### src/hw/power_bank_pkg.sv
package power_bank_pkg;

    // Clock
    localparam int CLK_HZ = 200_000_000;

    // Register indices; byte address is four times the index
    localparam logic [7:0] IDX_POWER_COMMAND = 8'h13;
    localparam logic [7:0] IDX_PD_DISABLE_MASK = 8'h14;
    localparam logic [7:0] IDX_PIN_CONFIG_0_1 = 8'h15;
    localparam logic [7:0] IDX_PIN_CONFIG_2_3 = 8'h16;
    localparam logic [7:0] IDX_PIN_CONFIG_4_5 = 8'h17;

    // Reset values
    localparam logic [7:0] RST_POWER_COMMAND = 8'h00;
    localparam logic [7:0] RST_PD_DISABLE_MASK = 8'h00;
    localparam logic [7:0] RST_PIN_CONFIG = 8'h00;

    // power_command fields
    localparam int CMD_WAKE_BIT = 2;
    localparam int CMD_SHUTDOWN_BIT = 1;
    localparam int CMD_WDOG_BIT = 0;
    localparam logic [7:0] CMD_RW_MASK = 8'h07;

    // powerdown_disable_mask fields
    localparam int PD_CTRL_INPUT_BIT = 7;
    localparam int PD_CLK_OUT_BIT = 6;
    localparam int PD_BACKUP_CHG_BIT = 5;
    localparam int PD_CALENDAR_BIT = 4;
    localparam int PD_FAST_SERIAL_BIT = 3;
    localparam int PD_PWR_MGR_IF_BIT = 2;
    localparam int PD_CONVERTER_BIT = 1;
    localparam int PD_INPUT_PINS_BIT = 0;

    // Pin config nibble layout: wake-off, polarity, function[1:0]
    localparam int PIN_COUNT = 6;
    localparam int PIN_CTRL_COUNT = 3;
    localparam int PIN_WAKE_OFF_BIT = 3;
    localparam int PIN_POLARITY_BIT = 2;
    localparam int PIN_FUNC_LSB = 0;

    // Function select codes
    localparam logic [1:0] FUNC_SPECIAL = 2'h0;
    localparam logic [1:0] FUNC_INPUT = 2'h1;
    localparam logic [1:0] FUNC_OUT_ALT = 2'h2;
    localparam logic [1:0] FUNC_OUT_PP = 2'h3;

    // Wake request hold time after entering active mode
    localparam int WAKE_HOLD_SEC = 16;
    localparam logic [31:0] WAKE_HOLD_CYCLES = 32'(64'(WAKE_HOLD_SEC) * 64'(CLK_HZ));

    // AHB-Lite
    localparam logic [1:0] HTRANS_NONSEQ = 2'h2;
    localparam logic HRESP_OKAY = 1'b0;

    // Power-down gating sequence
    typedef enum logic [2:0] {
        PD_IDLE = 3'b001,
        PD_WAIT_STEP = 3'b010,
        PD_APPLIED = 3'b100
    } pd_state_t;

endpackage : power_bank_pkg

### src/hw/pin_cfg_if.sv
`timescale 1ns/100ps
interface pin_cfg_if;
    logic [1:0] func;
    logic polarity;
    logic wake_off;
    logic analog_sel;
    logic comparator_sel;
    logic input_sel;
    logic reg_hw_ctrl_sel;
    logic od_out_sel;
    logic pp_out_sel;
    logic seq_out_sel;
    logic rail_switch_sel;
    logic active_high;
    logic supply_two;
    logic wake_allowed;

    modport bank (
        output func, polarity, wake_off,
        input analog_sel, comparator_sel, input_sel, reg_hw_ctrl_sel, od_out_sel,
        input pp_out_sel, seq_out_sel, rail_switch_sel, active_high, supply_two,
        input wake_allowed
    );

    modport decoder (
        input func, polarity, wake_off,
        output analog_sel, comparator_sel, input_sel, reg_hw_ctrl_sel, od_out_sel,
        output pp_out_sel, seq_out_sel, rail_switch_sel, active_high, supply_two,
        output wake_allowed
    );
endinterface : pin_cfg_if

### src/hw/pin_func_decode.sv
`timescale 1ns/100ps
module pin_func_decode #(
    parameter int PIN = 0
) (
    // Configuration in, decoded selects out
    pin_cfg_if.decoder cfg
);
    always_comb begin
        cfg.analog_sel = 1'b0;
        cfg.comparator_sel = 1'b0;
        cfg.input_sel = 1'b0;
        cfg.reg_hw_ctrl_sel = 1'b0;
        cfg.od_out_sel = 1'b0;
        cfg.pp_out_sel = 1'b0;
        cfg.seq_out_sel = 1'b0;
        cfg.rail_switch_sel = 1'b0;
        case (cfg.func)
            power_bank_pkg::FUNC_SPECIAL: begin
                if (PIN <= 2) begin
                    cfg.analog_sel = 1'b1;
                end else begin
                    cfg.rail_switch_sel = 1'b1;
                end
                cfg.comparator_sel = (PIN == 1);
            end
            power_bank_pkg::FUNC_INPUT: begin
                cfg.input_sel = 1'b1;
                cfg.reg_hw_ctrl_sel = (PIN == 1) || (PIN == 2);
            end
            power_bank_pkg::FUNC_OUT_ALT: begin
                // Pin 2 only has a sequencer-driven push-pull output here
                if (PIN == 2) begin
                    cfg.pp_out_sel = 1'b1;
                    cfg.seq_out_sel = 1'b1;
                end else begin
                    cfg.od_out_sel = 1'b1;
                end
            end
            power_bank_pkg::FUNC_OUT_PP: begin
                cfg.pp_out_sel = 1'b1;
            end
            default: begin
                cfg.input_sel = 1'b0;
            end
        endcase
    end

    assign cfg.active_high = cfg.polarity;
    assign cfg.supply_two = cfg.polarity;
    assign cfg.wake_allowed = ~cfg.wake_off;
endmodule : pin_func_decode

### src/hw/power_cmd_bank.sv
// Added by the designer: register access over AHB-Lite.
`timescale 1ns/100ps
module power_cmd_bank #(
    parameter logic [31:0] WAKE_CLEAR_CYCLES = power_bank_pkg::WAKE_HOLD_CYCLES,
    parameter int STEP_W = 5
) (
    // Clock and reset
    input wire logic clk,
    input wire logic rst_n,
    // AHB-Lite slave
    input wire logic hsel,
    input wire logic [31:0] haddr,
    input wire logic [1:0] htrans,
    input wire logic hwrite,
    input wire logic [2:0] hsize,
    input wire logic [31:0] hwdata,
    input wire logic hready,
    output logic hreadyout,
    output logic hresp,
    output logic [31:0] hrdata,
    // Power mode status from the sequencer
    input wire logic mode_powerdown,
    input wire logic mode_active,
    input wire logic mode_reset,
    input wire logic [STEP_W-1:0] pd_disable_seq_step,
    input wire logic [STEP_W-1:0] seq_max_count,
    input wire logic seq_step_done,
    input wire logic [STEP_W-1:0] seq_step_id,
    // Commands to the sequencer and watchdog
    output logic wake_start,
    output logic shutdown_request,
    output logic watchdog_restart,
    // Power-down function enables
    output logic ctrl_inputs_enable,
    output logic slow_clock_output_enable,
    output logic backup_charger_enable,
    output logic calendar_update_enable,
    output logic fast_two_wire_host_if_enable,
    output logic power_mgr_if_enable,
    output logic converter_meas_enable,
    output logic input_pins_enable,
    // Regulator control inputs
    input wire logic [2:0] ctrl_input_level,
    output logic ctrl_input_change,
    // Pins 0 to 5
    input wire logic [5:0] pin_level,
    output logic [5:0] pin_wake_event,
    output logic [5:0] pin_active,
    output logic [5:0] pin_analog_sel,
    output logic [5:0] pin_comparator_sel,
    output logic [5:0] pin_input_sel,
    output logic [5:0] pin_reg_hw_ctrl_sel,
    output logic [5:0] pin_od_out_sel,
    output logic [5:0] pin_pp_out_sel,
    output logic [5:0] pin_seq_out_sel,
    output logic [5:0] pin_rail_switch_sel,
    output logic [5:0] pin_supply_two
);
    localparam int NP = power_bank_pkg::PIN_COUNT;

    function automatic logic idx_hit(input logic [7:0] idx, input logic [7:0] target);
        idx_hit = (idx == target);
    endfunction : idx_hit

    // Bus state
    logic wr_pend_q;
    logic rd_pend_q;
    logic [7:0] addr_idx_q;
    logic [31:0] hrdata_q;
    logic [7:0] addr_idx;
    logic addr_phase;

    // Registers
    logic [7:0] cmd_q;
    logic [7:0] mask_q;
    logic [7:0] pin01_q;
    logic [7:0] pin23_q;
    logic [7:0] pin45_q;
    logic [31:0] wake_cnt_q;
    logic wake_start_q;
    logic wdog_restart_q;
    logic mode_reset_q;

    // Power-down gating
    power_bank_pkg::pd_state_t pd_state_q;
    logic pd_apply;
    logic step_deferred;

    // Pin and control input tracking
    logic [2:0] ctrl_seen_q;
    logic ctrl_change_q;
    logic [5:0] pin_seen_q;
    logic [5:0] pin_wake_q;
    logic [5:0] pin_now_active;
    logic [5:0] pin_is_input;
    logic [5:0] pin_wake_ok;
    logic [23:0] pin_cfg_all;

    // Write strobes in data phase
    logic wr_cmd;
    logic wr_mask;
    logic wr_pin01;
    logic wr_pin23;
    logic wr_pin45;
    logic wake_clear;
    logic reset_entry;

    assign addr_idx = haddr[9:2];
    assign addr_phase = hsel && hready && (htrans == power_bank_pkg::HTRANS_NONSEQ);

    // Zero wait states; reads sampled in the address phase
    assign hreadyout = 1'b1;
    assign hresp = power_bank_pkg::HRESP_OKAY;
    assign hrdata = hrdata_q;

    always_ff @(posedge clk) begin
        if (!rst_n) begin
            wr_pend_q <= 1'b0;
            rd_pend_q <= 1'b0;
            addr_idx_q <= 8'h00;
        end else if (hready) begin
            wr_pend_q <= addr_phase && hwrite;
            rd_pend_q <= addr_phase && !hwrite;
            addr_idx_q <= addr_idx;
        end
    end

    function automatic logic [7:0] reg_read(input logic [7:0] idx, input logic [7:0] cmd,
                                            input logic [7:0] mask, input logic [7:0] p01,
                                            input logic [7:0] p23, input logic [7:0] p45);
        reg_read = 8'h00;
        if (idx_hit(idx, power_bank_pkg::IDX_POWER_COMMAND)) begin
            reg_read = cmd;
        end else if (idx_hit(idx, power_bank_pkg::IDX_PD_DISABLE_MASK)) begin
            reg_read = mask;
        end else if (idx_hit(idx, power_bank_pkg::IDX_PIN_CONFIG_0_1)) begin
            reg_read = p01;
        end else if (idx_hit(idx, power_bank_pkg::IDX_PIN_CONFIG_2_3)) begin
            reg_read = p23;
        end else if (idx_hit(idx, power_bank_pkg::IDX_PIN_CONFIG_4_5)) begin
            reg_read = p45;
        end
    endfunction : reg_read

    // Unmapped indices read zero
    always_ff @(posedge clk) begin
        if (!rst_n) begin
            hrdata_q <= 32'h0000_0000;
        end else if (addr_phase && !hwrite) begin
            hrdata_q <= {24'h00_0000, reg_read(addr_idx, cmd_q, mask_q, pin01_q, pin23_q,
                                               pin45_q)};
        end
    end

    assign wr_cmd = wr_pend_q && idx_hit(addr_idx_q, power_bank_pkg::IDX_POWER_COMMAND);
    assign wr_mask = wr_pend_q && idx_hit(addr_idx_q, power_bank_pkg::IDX_PD_DISABLE_MASK);
    assign wr_pin01 = wr_pend_q && idx_hit(addr_idx_q, power_bank_pkg::IDX_PIN_CONFIG_0_1);
    assign wr_pin23 = wr_pend_q && idx_hit(addr_idx_q, power_bank_pkg::IDX_PIN_CONFIG_2_3);
    assign wr_pin45 = wr_pend_q && idx_hit(addr_idx_q, power_bank_pkg::IDX_PIN_CONFIG_4_5);

    // Plain read-write registers
    always_ff @(posedge clk) begin
        if (!rst_n) begin
            mask_q <= power_bank_pkg::RST_PD_DISABLE_MASK;
            pin01_q <= power_bank_pkg::RST_PIN_CONFIG;
            pin23_q <= power_bank_pkg::RST_PIN_CONFIG;
            pin45_q <= power_bank_pkg::RST_PIN_CONFIG;
        end else begin
            if (wr_mask) begin
                mask_q <= hwdata[7:0];
            end
            if (wr_pin01) begin
                pin01_q <= hwdata[7:0];
            end
            if (wr_pin23) begin
                pin23_q <= hwdata[7:0];
            end
            if (wr_pin45) begin
                pin45_q <= hwdata[7:0];
            end
        end
    end

    // Wake hold counter runs only while the bit is set in active mode
    always_ff @(posedge clk) begin
        if (!rst_n) begin
            wake_cnt_q <= 32'h0000_0000;
        end else if (cmd_q[power_bank_pkg::CMD_WAKE_BIT] && mode_active && !wake_clear) begin
            wake_cnt_q <= wake_cnt_q + 32'h0000_0001;
        end else begin
            wake_cnt_q <= 32'h0000_0000;
        end
    end

    assign wake_clear = cmd_q[power_bank_pkg::CMD_WAKE_BIT] && mode_active
                        && (wake_cnt_q == WAKE_CLEAR_CYCLES - 32'h0000_0001);

    always_ff @(posedge clk) begin
        if (!rst_n) begin
            mode_reset_q <= 1'b0;
        end else begin
            mode_reset_q <= mode_reset;
        end
    end

    assign reset_entry = mode_reset && !mode_reset_q;

    // Command bits: writing 0 does nothing, a new set wins over a clear
    always_ff @(posedge clk) begin
        if (!rst_n) begin
            cmd_q <= power_bank_pkg::RST_POWER_COMMAND;
        end else begin
            if (wr_cmd && hwdata[power_bank_pkg::CMD_WAKE_BIT]) begin
                cmd_q[power_bank_pkg::CMD_WAKE_BIT] <= 1'b1;
            end else if (wake_clear) begin
                cmd_q[power_bank_pkg::CMD_WAKE_BIT] <= 1'b0;
            end
            if (wr_cmd && hwdata[power_bank_pkg::CMD_SHUTDOWN_BIT]) begin
                cmd_q[power_bank_pkg::CMD_SHUTDOWN_BIT] <= 1'b1;
            end else if (reset_entry) begin
                cmd_q[power_bank_pkg::CMD_SHUTDOWN_BIT] <= 1'b0;
            end
            if (wr_cmd && hwdata[power_bank_pkg::CMD_WDOG_BIT]) begin
                cmd_q[power_bank_pkg::CMD_WDOG_BIT] <= 1'b1;
            end else begin
                cmd_q[power_bank_pkg::CMD_WDOG_BIT] <= 1'b0;
            end
        end
    end

    // One-cycle command pulses
    always_ff @(posedge clk) begin
        if (!rst_n) begin
            wake_start_q <= 1'b0;
            wdog_restart_q <= 1'b0;
        end else begin
            wake_start_q <= wr_cmd && hwdata[power_bank_pkg::CMD_WAKE_BIT]
                            && mode_powerdown;
            wdog_restart_q <= wr_cmd && hwdata[power_bank_pkg::CMD_WDOG_BIT];
        end
    end

    assign wake_start = wake_start_q;
    assign watchdog_restart = wdog_restart_q;
    assign shutdown_request = cmd_q[power_bank_pkg::CMD_SHUTDOWN_BIT];

    // Gating is deferred to a sequencer step only for a step id from 2 up to seq_max_count
    assign step_deferred = (pd_disable_seq_step > STEP_W'(1))
                           && (pd_disable_seq_step <= seq_max_count);

    always_ff @(posedge clk) begin
        if (!rst_n) begin
            pd_state_q <= power_bank_pkg::PD_IDLE;
        end else begin
            case (pd_state_q)
                power_bank_pkg::PD_IDLE: begin
                    if (mode_powerdown) begin
                        pd_state_q <= step_deferred ? power_bank_pkg::PD_WAIT_STEP
                                                    : power_bank_pkg::PD_APPLIED;
                    end
                end
                power_bank_pkg::PD_WAIT_STEP: begin
                    if (!mode_powerdown) begin
                        pd_state_q <= power_bank_pkg::PD_IDLE;
                    end else if (seq_step_done && (seq_step_id == pd_disable_seq_step)) begin
                        pd_state_q <= power_bank_pkg::PD_APPLIED;
                    end
                end
                power_bank_pkg::PD_APPLIED: begin
                    if (!mode_powerdown) begin
                        pd_state_q <= power_bank_pkg::PD_IDLE;
                    end
                end
                default: begin
                    pd_state_q <= power_bank_pkg::PD_IDLE;
                end
            endcase
        end
    end

    assign pd_apply = (pd_state_q == power_bank_pkg::PD_APPLIED);

    assign ctrl_inputs_enable = !(pd_apply && mask_q[power_bank_pkg::PD_CTRL_INPUT_BIT]);
    assign slow_clock_output_enable = !(pd_apply
                                        && mask_q[power_bank_pkg::PD_CLK_OUT_BIT]);
    assign backup_charger_enable = !(pd_apply
                                     && mask_q[power_bank_pkg::PD_BACKUP_CHG_BIT]);
    assign calendar_update_enable = !(pd_apply
                                      && mask_q[power_bank_pkg::PD_CALENDAR_BIT]);
    assign fast_two_wire_host_if_enable = !(pd_apply
                                            && mask_q[power_bank_pkg::PD_FAST_SERIAL_BIT]);
    assign power_mgr_if_enable = !(pd_apply
                                   && mask_q[power_bank_pkg::PD_PWR_MGR_IF_BIT]);
    assign converter_meas_enable = !(pd_apply
                                     && mask_q[power_bank_pkg::PD_CONVERTER_BIT]);
    assign input_pins_enable = !(pd_apply && mask_q[power_bank_pkg::PD_INPUT_PINS_BIT]);

    // Frozen reference while gated, so a change hidden meanwhile shows on re-enable
    always_ff @(posedge clk) begin
        if (!rst_n) begin
            ctrl_seen_q <= 3'h0;
            ctrl_change_q <= 1'b0;
        end else if (ctrl_inputs_enable) begin
            ctrl_seen_q <= ctrl_input_level;
            ctrl_change_q <= (ctrl_input_level != ctrl_seen_q);
        end else begin
            ctrl_change_q <= 1'b0;
        end
    end

    assign ctrl_input_change = ctrl_change_q;

    // Per-pin decode
    assign pin_cfg_all = {pin45_q, pin23_q, pin01_q};

    genvar gi;
    generate
        for (gi = 0; gi < NP; gi = gi + 1) begin : g_pin
            pin_cfg_if cfg_bus ();

            assign cfg_bus.func = pin_cfg_all[gi*4+power_bank_pkg::PIN_FUNC_LSB +: 2];
            assign cfg_bus.polarity = pin_cfg_all[gi*4+power_bank_pkg::PIN_POLARITY_BIT];
            assign cfg_bus.wake_off = pin_cfg_all[gi*4+power_bank_pkg::PIN_WAKE_OFF_BIT];

            pin_func_decode #(
                .PIN(gi)
            ) u_decode (
                .cfg(cfg_bus.decoder)
            );

            assign pin_analog_sel[gi] = cfg_bus.analog_sel;
            assign pin_comparator_sel[gi] = cfg_bus.comparator_sel;
            assign pin_is_input[gi] = cfg_bus.input_sel;
            assign pin_input_sel[gi] = cfg_bus.input_sel && input_pins_enable;
            assign pin_reg_hw_ctrl_sel[gi] = cfg_bus.reg_hw_ctrl_sel;
            assign pin_od_out_sel[gi] = cfg_bus.od_out_sel;
            assign pin_pp_out_sel[gi] = cfg_bus.pp_out_sel;
            assign pin_seq_out_sel[gi] = cfg_bus.seq_out_sel;
            assign pin_rail_switch_sel[gi] = cfg_bus.rail_switch_sel;
            assign pin_supply_two[gi] = cfg_bus.supply_two;
            assign pin_wake_ok[gi] = cfg_bus.wake_allowed;
            assign pin_now_active[gi] = cfg_bus.active_high ? pin_level[gi]
                                                            : !pin_level[gi];
        end
    endgenerate

    // Wake events on a passive-to-active edge of an enabled input pin
    always_ff @(posedge clk) begin
        if (!rst_n) begin
            pin_seen_q <= 6'h00;
            pin_wake_q <= 6'h00;
        end else if (input_pins_enable) begin
            pin_seen_q <= pin_now_active & pin_is_input;
            pin_wake_q <= pin_now_active & ~pin_seen_q & pin_is_input
                          & pin_wake_ok;
        end else begin
            pin_wake_q <= 6'h00;
        end
    end

    assign pin_wake_event = pin_wake_q;
    assign pin_active = pin_seen_q;

endmodule : power_cmd_bank

### config.mk
export PLATFORM = sky130hd
export DESIGN_NAME = power_cmd_bank
export DESIGN_NICKNAME = d
export VERILOG_FILES = /design/src/hw/power_bank_pkg.sv /design/src/hw/pin_cfg_if.sv /design/src/hw/pin_func_decode.sv /design/src/hw/power_cmd_bank.sv
export SDC_FILE = /design/constraint.sdc
export NUM_CORES = 1
export LEC_CHECK = 0
export ABC_AREA = 1
export BUFFER_PORTS_ARGS = -buffer_cell sky130_fd_sc_hd__buf_4
export CORE_ASPECT_RATIO = 0.5
export CORE_MARGIN = 5
export CORE_UTILIZATION = 54
export DETAILED_ROUTE_END_ITERATION = 10
export PLACE_DENSITY = 0.89
export SLEW_MARGIN = 10
export SYNTH_ARGS = -nofsm -noshare
export SYNTH_HDL_FRONTEND = slang
export SYNTH_SLANG_ARGS = --single-unit
### constraint.sdc
create_clock -name clk -period 2.5 [get_ports clk]
set_input_delay 0.375 -clock clk [delete_from_list [all_inputs] [get_ports clk]]
set_output_delay 0.375 -clock clk [all_outputs]
set_load 0.05 [all_outputs]
==> flow_summary.toml, run 1 <==
[timing]
hold_slack_ps = 244
post-route-period-util_pct = 90.1
hold_viol_final = 0
tightest_slew_ps = 654
drv_slew = 0
fmax_ghz = 0.444
maxSlewHeadroom_pct = 56.0
grt_setup_unrepaired = "false"
clock_skew_ps = 9.09
timing.final.ws_setup_ps = 247
setup_tns_ps = 0
min_period_ps = 2250
setup-violations-final = 0

[setup_path]
cp.arrival_ps = 1880
path_max_fanout = 20
endpoint_kind = "primary output"
worstSetupPathType = "register to primary output"
reg2regPathDepth = 8
critPathRequiredTime_ps = 2120
worstReg2RegEnd = "wake_cnt_q[4]"
rrSetupSlack_ps = 420
regToRegStartpoint = "wake_cnt_q[0]"
critPathLaunchType = "register"

[global_route]
grt_max_degree = 33
grt_overflow = 0
grt_antenna_before_repair = 0
grt_pass1_vias = 5389
track_usage_pct = 22.9
grt_pass1_wl_um = 25100

[place]
hpwl_um = 11700
placed_cell_area_um2 = 6500
place_congestion = 0.941
pre_cts_ws_ps = 419
port_buffers = 115

[worst_hold_path]
hold_depth = 3
hold_path_class = "input pin to register"
min_to = "mode_reset_q"
hp-start = "mode_reset"

[synthesis]
yosys-top-cells-area = "dfxtp_1, nand2_1, buf_4"
ys_warn_count = 0
yosysSeqAreaShare_pct = 35.4
ys_ff_latch = 105
netlist_top_cells_count = "nand2_1, inv_1, dfxtp_1, nor2_1, buf_4"
synth_top_area_cell = "dfxtp_1"
async_reset_ff_share_pct = 0
netlist_area_um2 = 5940
postSynthAreaPerCell_um2 = 6.97
synth_edf_count = 0
synth_most_common_cell = "nand2_1"
ys.flop_type = "dfxtp_1"
yosysTopAreaCellShare_pct = 35.4
synth_cells = 853
synth_cell_types = 38

[route]
first_pass_iters = 6
wirelength_um = 15300
drc = 0
first_iter_violations = 523
vias_per_cell = 5.27
wl_per_cell_um = 14.1
detail-route-antenna-nets = 0
num_vias = 5698

[clock_tree]
clkTransAtPathRegs_ps = 70
clock-sinks = 105
cts_root_buffer = "clkbuf_16"
clk_latency_ps = 350
cts_tree = "done"
cts_buffer_depth = 2
htree_levels = 3
cts_made_buffers = 9
cts_setup_buffers = 0

[run]
maxCapViolCount = 0

[power]
p_comb_share_pct = 12.2
clockPowerShare_pct = 39.5
power.density_nw_per_um2 = 523
peakVddDrop_mv = 0.377
power.share.sequential_pct = 48.2
power_switching_mw = 0.975
intPower_mw = 2.58
swShare_pct = 27.4
power_leakage_nw = 2.86

[finish]
final_cell_area_um2 = 6800
fin_nets = 1040
area_delta_synth_final_pct = 14.4
n_antenna_cell = 0
drive_above_1_share_pct = 19.1

[die]
die_width_um = 158
num_rows = 27
core-area_um2 = 10900
boundaryPins = 214
dieHeight_um = 84.2
initial_core_util_pct = 54.6
die_area_um2 = 13300

[status]
status = "finished clean"
-- cell type report --
class / instances / area, um2
Clock inverter: 4 / 31.3
Tap cell: 145 / 181
Clock buffer: 12 / 267
Timing Repair Buffer: 118 / 886
Fill cell: 946 / 4080
Multi-Input combinational cell: 586 / 2910
Sequential cell: 105 / 2100
Inverter: 112 / 420
-- timing repair --
item,CTS,global route
hold buffers,0,0
resized for setup,0,1
endpoints found under the setup margin,0,3
-- worst max-delay path by stage --
| stage | startpoint | end | slack (ps) | cells past startpoint |
|---|---|---|---|---|
| floorplan | pd_state_q[2] | pin_input_sel[0] | 280 | 7 |
| global placement | wake_cnt_q[0] | wake_cnt_q[3] | 510 | 8 |
| detailed placement | wake_cnt_q[0] | wake_cnt_q[3] | 420 | 8 |
| CTS | pd_state_q[2] | pin_input_sel[5] | 110 | 6 |
| global route | pd_state_q[2] | pin_input_sel[5] | 120 | 6 |
| finish | pd_state_q[2] | pin_input_sel[5] | 250 | 6 |
-- sequential cells by signal (all words and copies together), names as in the netlist, 6 cells and up --
signal          flops
addr_idx_q          8
hrdata              8
mask_q              8
pin01_q             8
pin23_q             8
pin45_q             8
pin_active          6
pin_wake_event      6
wake_cnt_q         32
-- cells by family after synthesis --
| family | synth area share [%] |
|---|---|
| compound gates | 14.0 |
| xor+xnor | 2.51 |
| fa+ha+maj | 1.26 |
| buf+inv | 18.5 |
| flops | 35.4 |
| other cells | 0.126 |
| simple gates | 28.2 |
-- per-layer routing --
| metal | share of wire, % | track usage [%] | wire, um | vias to the layer above |
|---|---|---|---|---|
| li1 | - | - | - | 2782 |
| met1 | 40 | 27.7 | 6100 | 2595 |
| met2 | 50 | 40.6 | 7610 | 270 |
| met3 | 7.6 | 4.33 | 1160 | 51 |
| met4 | 2.7 | 8.20 | 414 | 0 |
| met5 | 0 | 0 | 0 | - |
-- per-stage QoR --
step	util, %	total power, mW	cells
2_1_floorplan	-	2.11	898
5_1_grt	62.5	3.69	1082
6_report	62.5	3.55	1082
4_1_cts	62.5	3.55	1082
3_3_place_gp	59.7	2.16	1066
3_5_place_dp	59.7	2.18	1066
-- cells in the final DEF, fill, tap and decap left out, drive strengths merged --
master   count
a211oi       2
a21oi       82
and3         1
buf        118
clkbuf      12
clkinv       3
conb        47
dfxtp      105
ha           6
inv        113
nand2      164
nand3       54
nand3b       4
nand4       16
nor2        99
nor3         8
nor3b        2
nor4         7
o2111ai      6
o211ai       1
o21a         2
o21ai       49
o311ai       1
o31ai        2
or2         16
xnor2        5
xor2        12
-- worst max-delay path, cell delays in order (launching register included) --
cell and delay, ps:
dfxtp_1 330, inv_1 80, nor3_1 340, nand2_2 340
nand2_1 190, inv_1 50, buf_4 180
-- power groups by stage --
stage	clock (mW)	sequential, mW	combinational, mW
after global placement	0	1.75	0.413
after floorplan	0	1.76	0.355
after detailed placement	0	1.75	0.426
final	1.40	1.71	0.435
after CTS	1.41	1.71	0.430
after global routing	1.49	1.72	0.473
Power figures use the tool's default switching activity.
==> run 2, diff against run 1 <==
CORE_ASPECT_RATIO = unset   (was 0.5)
==> flow_summary.toml, run 2 (synthesis gave the netlist of run 1 again) <==
[status]
status = "finished clean"

[finish]
drive_above_1_share_pct = 19.1
n_antenna_cell = 0
area_delta_synth_final_pct = 13.0
stdcell_count = 1078
largest_register_ffs = 32
final_common_cell = "nand2_1"
final_cell_area_um2 = 6710
final_cell_mix = "nand2_1, buf_4, inv_1"
fin_nets = 1042
regArea_um2 = 2100
nFillCells = 995
multi_input_area_um2 = 2910
largest_register = "wake_cnt_q"

[setup_path]
cp.buffers_inverters = 4
crit_slowest_cell = "dfxtp_1"
endpoint_kind = "primary output"
critical_path.cell_chain = "inv_1 -> nor3_1 -> nand2_1 -> buf_4 -> nand2_1 -> inv_1 -> buf_4"
startpoint = "pd_state_q[2]"
slowest_delay_ps = 340
critPathRequiredTime_ps = 2120
worstSetupPathType = "register to primary output"
path_max_fanout = 20
rrSetupSlack_ps = 610
crit_family = "buffers and inverters"
reg2regPathDepth = 8
cp.arrival_ps = 1670
worstReg2RegEnd = "wake_cnt_q[5]"
regToRegStartpoint = "wake_cnt_q[1]"
critPathLaunchType = "register"

[power]
power.share.sequential_pct = 52.5
peakVddDrop_mv = 0.275
power_switching_mw = 0.949
intPower_mw = 2.32
swShare_pct = 29.1
power.density_nw_per_um2 = 487
p_comb_share_pct = 13.2
clockPowerShare_pct = 34.3
power_leakage_nw = 2.83
power.total_mw = 3.27

[clock_tree]
cts_resized = 0
cts_made_buffers = 9
cts_buffer_depth = 2
cts_root_buffer = "clkbuf_8"
postCtsHoldBufs = 0
cts_setup_buffers = 0
cts_tree = "done"
clk_latency_ps = 370
clkTransAtPathRegs_ps = 110
clock-sinks = 105
htree_levels = 3

[place]
pre_cts_ws_ps = 597
placed_cell_area_um2 = 6510
dp_cells = 1063
port_buffers = 115
place_congestion = 0.956
hpwl_um = 11700

[route]
wl_per_cell_um = 13.9
detail-route-antenna-nets = 0
wirelength_um = 14900
vias_per_cell = 5.11
num_vias = 5513
first_iter_violations = 392
first_pass_iters = 7
drc = 0

[worst_hold_path]
min_to = "mode_reset_q"
hp-start = "mode_reset"
hold_depth = 3
hold_path_class = "input pin to register"

[timing]
timing.final.ws_setup_ps = 450
tightest_slew_ps = 652
maxSlewHeadroom_pct = 56.4
drv_slew = 0
clock_skew_ps = 12.7
setup-violations-final = 0
min_period_ps = 2050
setup_tns_ps = 0
hold_viol_final = 0
post-route-period-util_pct = 82.0
fmax_ghz = 0.488
grt_setup_unrepaired = "false"

[global_route]
grt_max_degree = 38
grt_pass1_wl_um = 23800
track_usage_pct = 22.3
grt_antenna_before_repair = 0
grt_pass1_vias = 5051
grt_overflow = 0

[die]
num_rows = 38
boundaryPins = 214
die_area_um2 = 13200
dieHeight_um = 115
core-area_um2 = 10800
die_width_um = 115
initial_core_util_pct = 55.1

[run]
maxCapViolCount = 0
## run 2: cell types whose count changed in the layout (fill, tap and decap cells not counted), sizes merged
cell	delta
buf	+2
bufinv	+1
clkbuf	-2
## run 2: metal layers
metal / global-route usage [%] / share of wire, % / vias to the layer above
li1: - / - / 2781
met1: 28.0 / 41 / 2512
met2: 38.2 / 50 / 188
met3: 4.84 / 6.4 / 32
met4: 7.20 / 2.3 / 0
met5: 0 / 0 / -
## run 2: power by group through the flow
stage	logic [mW]	clock network [mW]	registers [mW]
finish	0.431	1.12	1.71
global route	0.466	1.20	1.72
CTS	0.426	1.14	1.71
detailed placement	0.424	0	1.75
global placement	0.416	0	1.75
floorplan	0.355	0	1.76
## run 2: worst max path at each step
stage                     cells past startpoint                to
final                                         7  pin_input_sel[4]
after floorplan                               7  pin_input_sel[0]
after global placement                        8     wake_cnt_q[3]
after CTS                                     7  pin_input_sel[4]
after global routing                          7  pin_input_sel[4]
after detailed placement                      8     wake_cnt_q[5]
## run 2: cell type report
| type | count | share of cell area, % |
|---|---|---|
| Clock buffer | 10 | 2.05 |
| Timing Repair Buffer | 120 | 13.4 |
| Multi-Input combinational cell | 586 | 43.3 |
| Inverter | 112 | 6.26 |
| Sequential cell | 105 | 31.3 |
| Clock inverter | 5 | 1.04 |
| Tap cell | 140 | 2.61 |
## run 2: worst min-delay path, stage by stage
cell and delay [ps]:
buf_4 80, nand2_1 40, inv_1 40
## run 2: stage by stage
| stage | utilization, % | hold slack, ps |
|---|---|---|
| floorplan | - | 421 |
| global placement | 60.3 | 437 |
| detailed placement | 60.3 | 437 |
| CTS | 62.2 | 165 |
| global route | 62.2 | 171 |
| finish | 62.2 | 179 |
==> run 3, diff against run 2 <==
ABC_AREA = 0   (was 1)
CORE_UTILIZATION = 45   (was 54)
PLACE_DENSITY = 0.81   (was 0.89)
clock period = 1.8 ns   (was 2.5 ns; I/O delays follow)
==> flow_summary.toml, run 3 <==
[global_route]
grt_overflow = 0
grt_antenna_before_repair = 0
grt_pass1_vias = 4460
grt_max_degree = 54
track_usage_pct = 18.3
grt_pass1_wl_um = 21600

[setup_path]
critPathLaunchType = "register"
startpoint = "pd_state_q[1]"
worstReg2RegEnd = "wake_cnt_q[3]"
path_max_fanout = 12
worstSetupPathType = "register to primary output"
critPathRequiredTime_ps = 1530
reg2regPathDepth = 7
cp.arrival_ps = 1530
critical_path.endpoint = "pin_input_sel[5]"
endpoint_kind = "primary output"
rrSetupSlack_ps = 60
regToRegStartpoint = "wake_cnt_q[0]"

[place]
port_buffers = 115
placed_cell_area_um2 = 6440
dp_cells = 891
place_congestion = 0.876
hpwl_um = 10000

[run]
maxCapViolCount = 0

[die]
boundaryPins = 214
die_width_um = 121
dieHeight_um = 121
core-area_um2 = 12000
initial_core_util_pct = 45.8
num_rows = 40
die_area_um2 = 14500

[finish]
final_common_cell = "buf_4"
fin_nets = 869
stdcell_count = 913
final_cell_area_um2 = 7090
final_cell_mix = "buf_4, dfxtp_1, nor2_1"
area_delta_synth_final_pct = 28.8
multi_input_area_um2 = 3010
n_antenna_cell = 0
regArea_um2 = 2140
largest_register = "wake_cnt_q"
largest_register_ffs = 32
drive_above_1_share_pct = 31.1
nFillCells = 1017

[synthesis]
ys_warn_count = 0
postSynthAreaPerCell_um2 = 8.65
synth_most_common_cell = "dfxtp_1"
ys.flop_type = "dfxtp_1"
ys_ff_latch = 105
synth_cells = 636
yosys-top-cells-area = "dfxtp_1, buf_4, mux2i_1"
synth_cell_types = 52
netlist_top_cells_count = "dfxtp_1, buf_4, nor2_1, nand2_1, nand3_1"
synth_top_area_cell = "dfxtp_1"
netlist_area_um2 = 5500
yosysSeqAreaShare_pct = 38.2
synth_edf_count = 0
async_reset_ff_share_pct = 0
yosysTopAreaCellShare_pct = 38.2

[timing]
drv_slew = 0
fmax_ghz = 0.557
min_period_ps = 1800
setup_tns_ps = 0
setup-violations-final = 0
post-route-period-util_pct = 99.7
hold_viol_final = 0
clock_skew_ps = 8.95
grt_setup_unrepaired = "true"

[status]
status = "finished clean"

[clock_tree]
postCtsHoldBufs = 0
htree_levels = 3
cts_made_buffers = 9
cts_root_buffer = "clkbuf_16"
clkTransAtPathRegs_ps = 70
cts_buffer_depth = 2
clk_latency_ps = 350
clock-sinks = 105
cts_tree = "done"

[route]
detail-route-antenna-nets = 0
first_iter_violations = 462
first_pass_iters = 5
drc = 0
vias_per_cell = 5.16
wirelength_um = 14000
num_vias = 4707
wl_per_cell_um = 15.3

[power]
peakVddDrop_mv = 0.561
power.density_nw_per_um2 = 722
p_comb_share_pct = 10.4
power.total_mw = 5.12
intPower_mw = 3.77
power_switching_mw = 1.35
swShare_pct = 26.3
power.share.sequential_pct = 46.1
power_leakage_nw = 3.05
clockPowerShare_pct = 43.5

[worst_hold_path]
hold_path_class = "input pin to register"
[run 3: cell count changes in the layout (fill, tap and decap cells not counted), moves of 18 or more]
cell / before / now
buf_4: 120 / 157
nor2b_1: 0 / 35
nor2_1: 89 / 52
dfxtp_2: 0 / 18
mux2i_1: 0 / 29
dfxtp_1: 105 / 84
nand2_1: 161 / 47
a21oi_1: 66 / 10
inv_1: 110 / 14
[run 3: worst max-delay path, cell delays in order (launching register included)]
cell and delay, ps:
dfxtp_4 360, nor3b_2 160, buf_4 140, and2_4 170
buf_12 150, nor2_4 50, buf_8 150
[run 3: cells by family after synthesis]
| logic type | synth area share, % |
|---|---|
| AND/OR/NAND/NOR | 26.7 |
| buffers and inverters | 13.0 |
| flip-flops | 38.2 |
| AO/OA/AOI/OAI | 7.25 |
| XOR/XNOR | 6.84 |
| multiplexers | 6.50 |
| adder cells (fa/ha/maj) | 1.36 |
| other | 0.136 |
[run 3: how the worst min path moves through the flow]
stage                  start           endpoint  slack [ps]  cells after the start
2_1_floorplan     mode_reset       mode_reset_q         390                      1
3_3_place_gp   pin_active[2]  pin_wake_event[2]         440                      1
3_5_place_dp   pin_active[2]  pin_wake_event[2]         450                      1
4_1_cts           mode_reset       mode_reset_q         130                      2
5_1_grt           mode_reset       mode_reset_q         120                      2
6_report          mode_reset       mode_reset_q         130                      2
[run 3: layer usage]
layer	up-vias	GRT usage (%)	routed length [um]
li1	2303	-	-
met1	2226	22.6	5830
met2	158	31.8	7060
met3	20	3.60	845
met4	0	5.95	224
met5	-	0	0
[run 3: what timing repair did]
item                                    CTS  global route
resized for setup                        24            46
endpoints found under the setup margin   15            38
cloned                                    0             1
buffers inserted                          1             4
pin swaps                                 0             6
[run 3: final cells by class]
type | instances | area share [%]
Clock buffer | 9 | 3.18
Clock inverter | 7 | 1.71
Inverter | 15 | 0.830
Multi-Input combinational cell | 463 | 42.4
Sequential cell | 105 | 30.1
Tap cell | 147 | 2.60
Timing Repair Buffer | 167 | 19.1
[run 3: per-stage QoR]
stage | setup slack, ps | hold WS, ps | util [%]
floorplan | -139 | 392 | -
detailed placement | -179 | 445 | 53.7
global route | -46.6 | 124 | 59.0
global placement | -179 | 436 | 53.7
finish | 4.50 | 130 | 59.0
CTS | -7.21 | 125 | 57.3
[run 3: power by group through the flow]
stage	clock network, mW	logic (mW)	registers, mW
floorplan	0	0.439	2.43
global placement	0	0.515	2.42
detailed placement	0	0.521	2.42
CTS	2.25	0.527	2.36
global route	2.36	0.569	2.36
finish	2.23	0.533	2.36
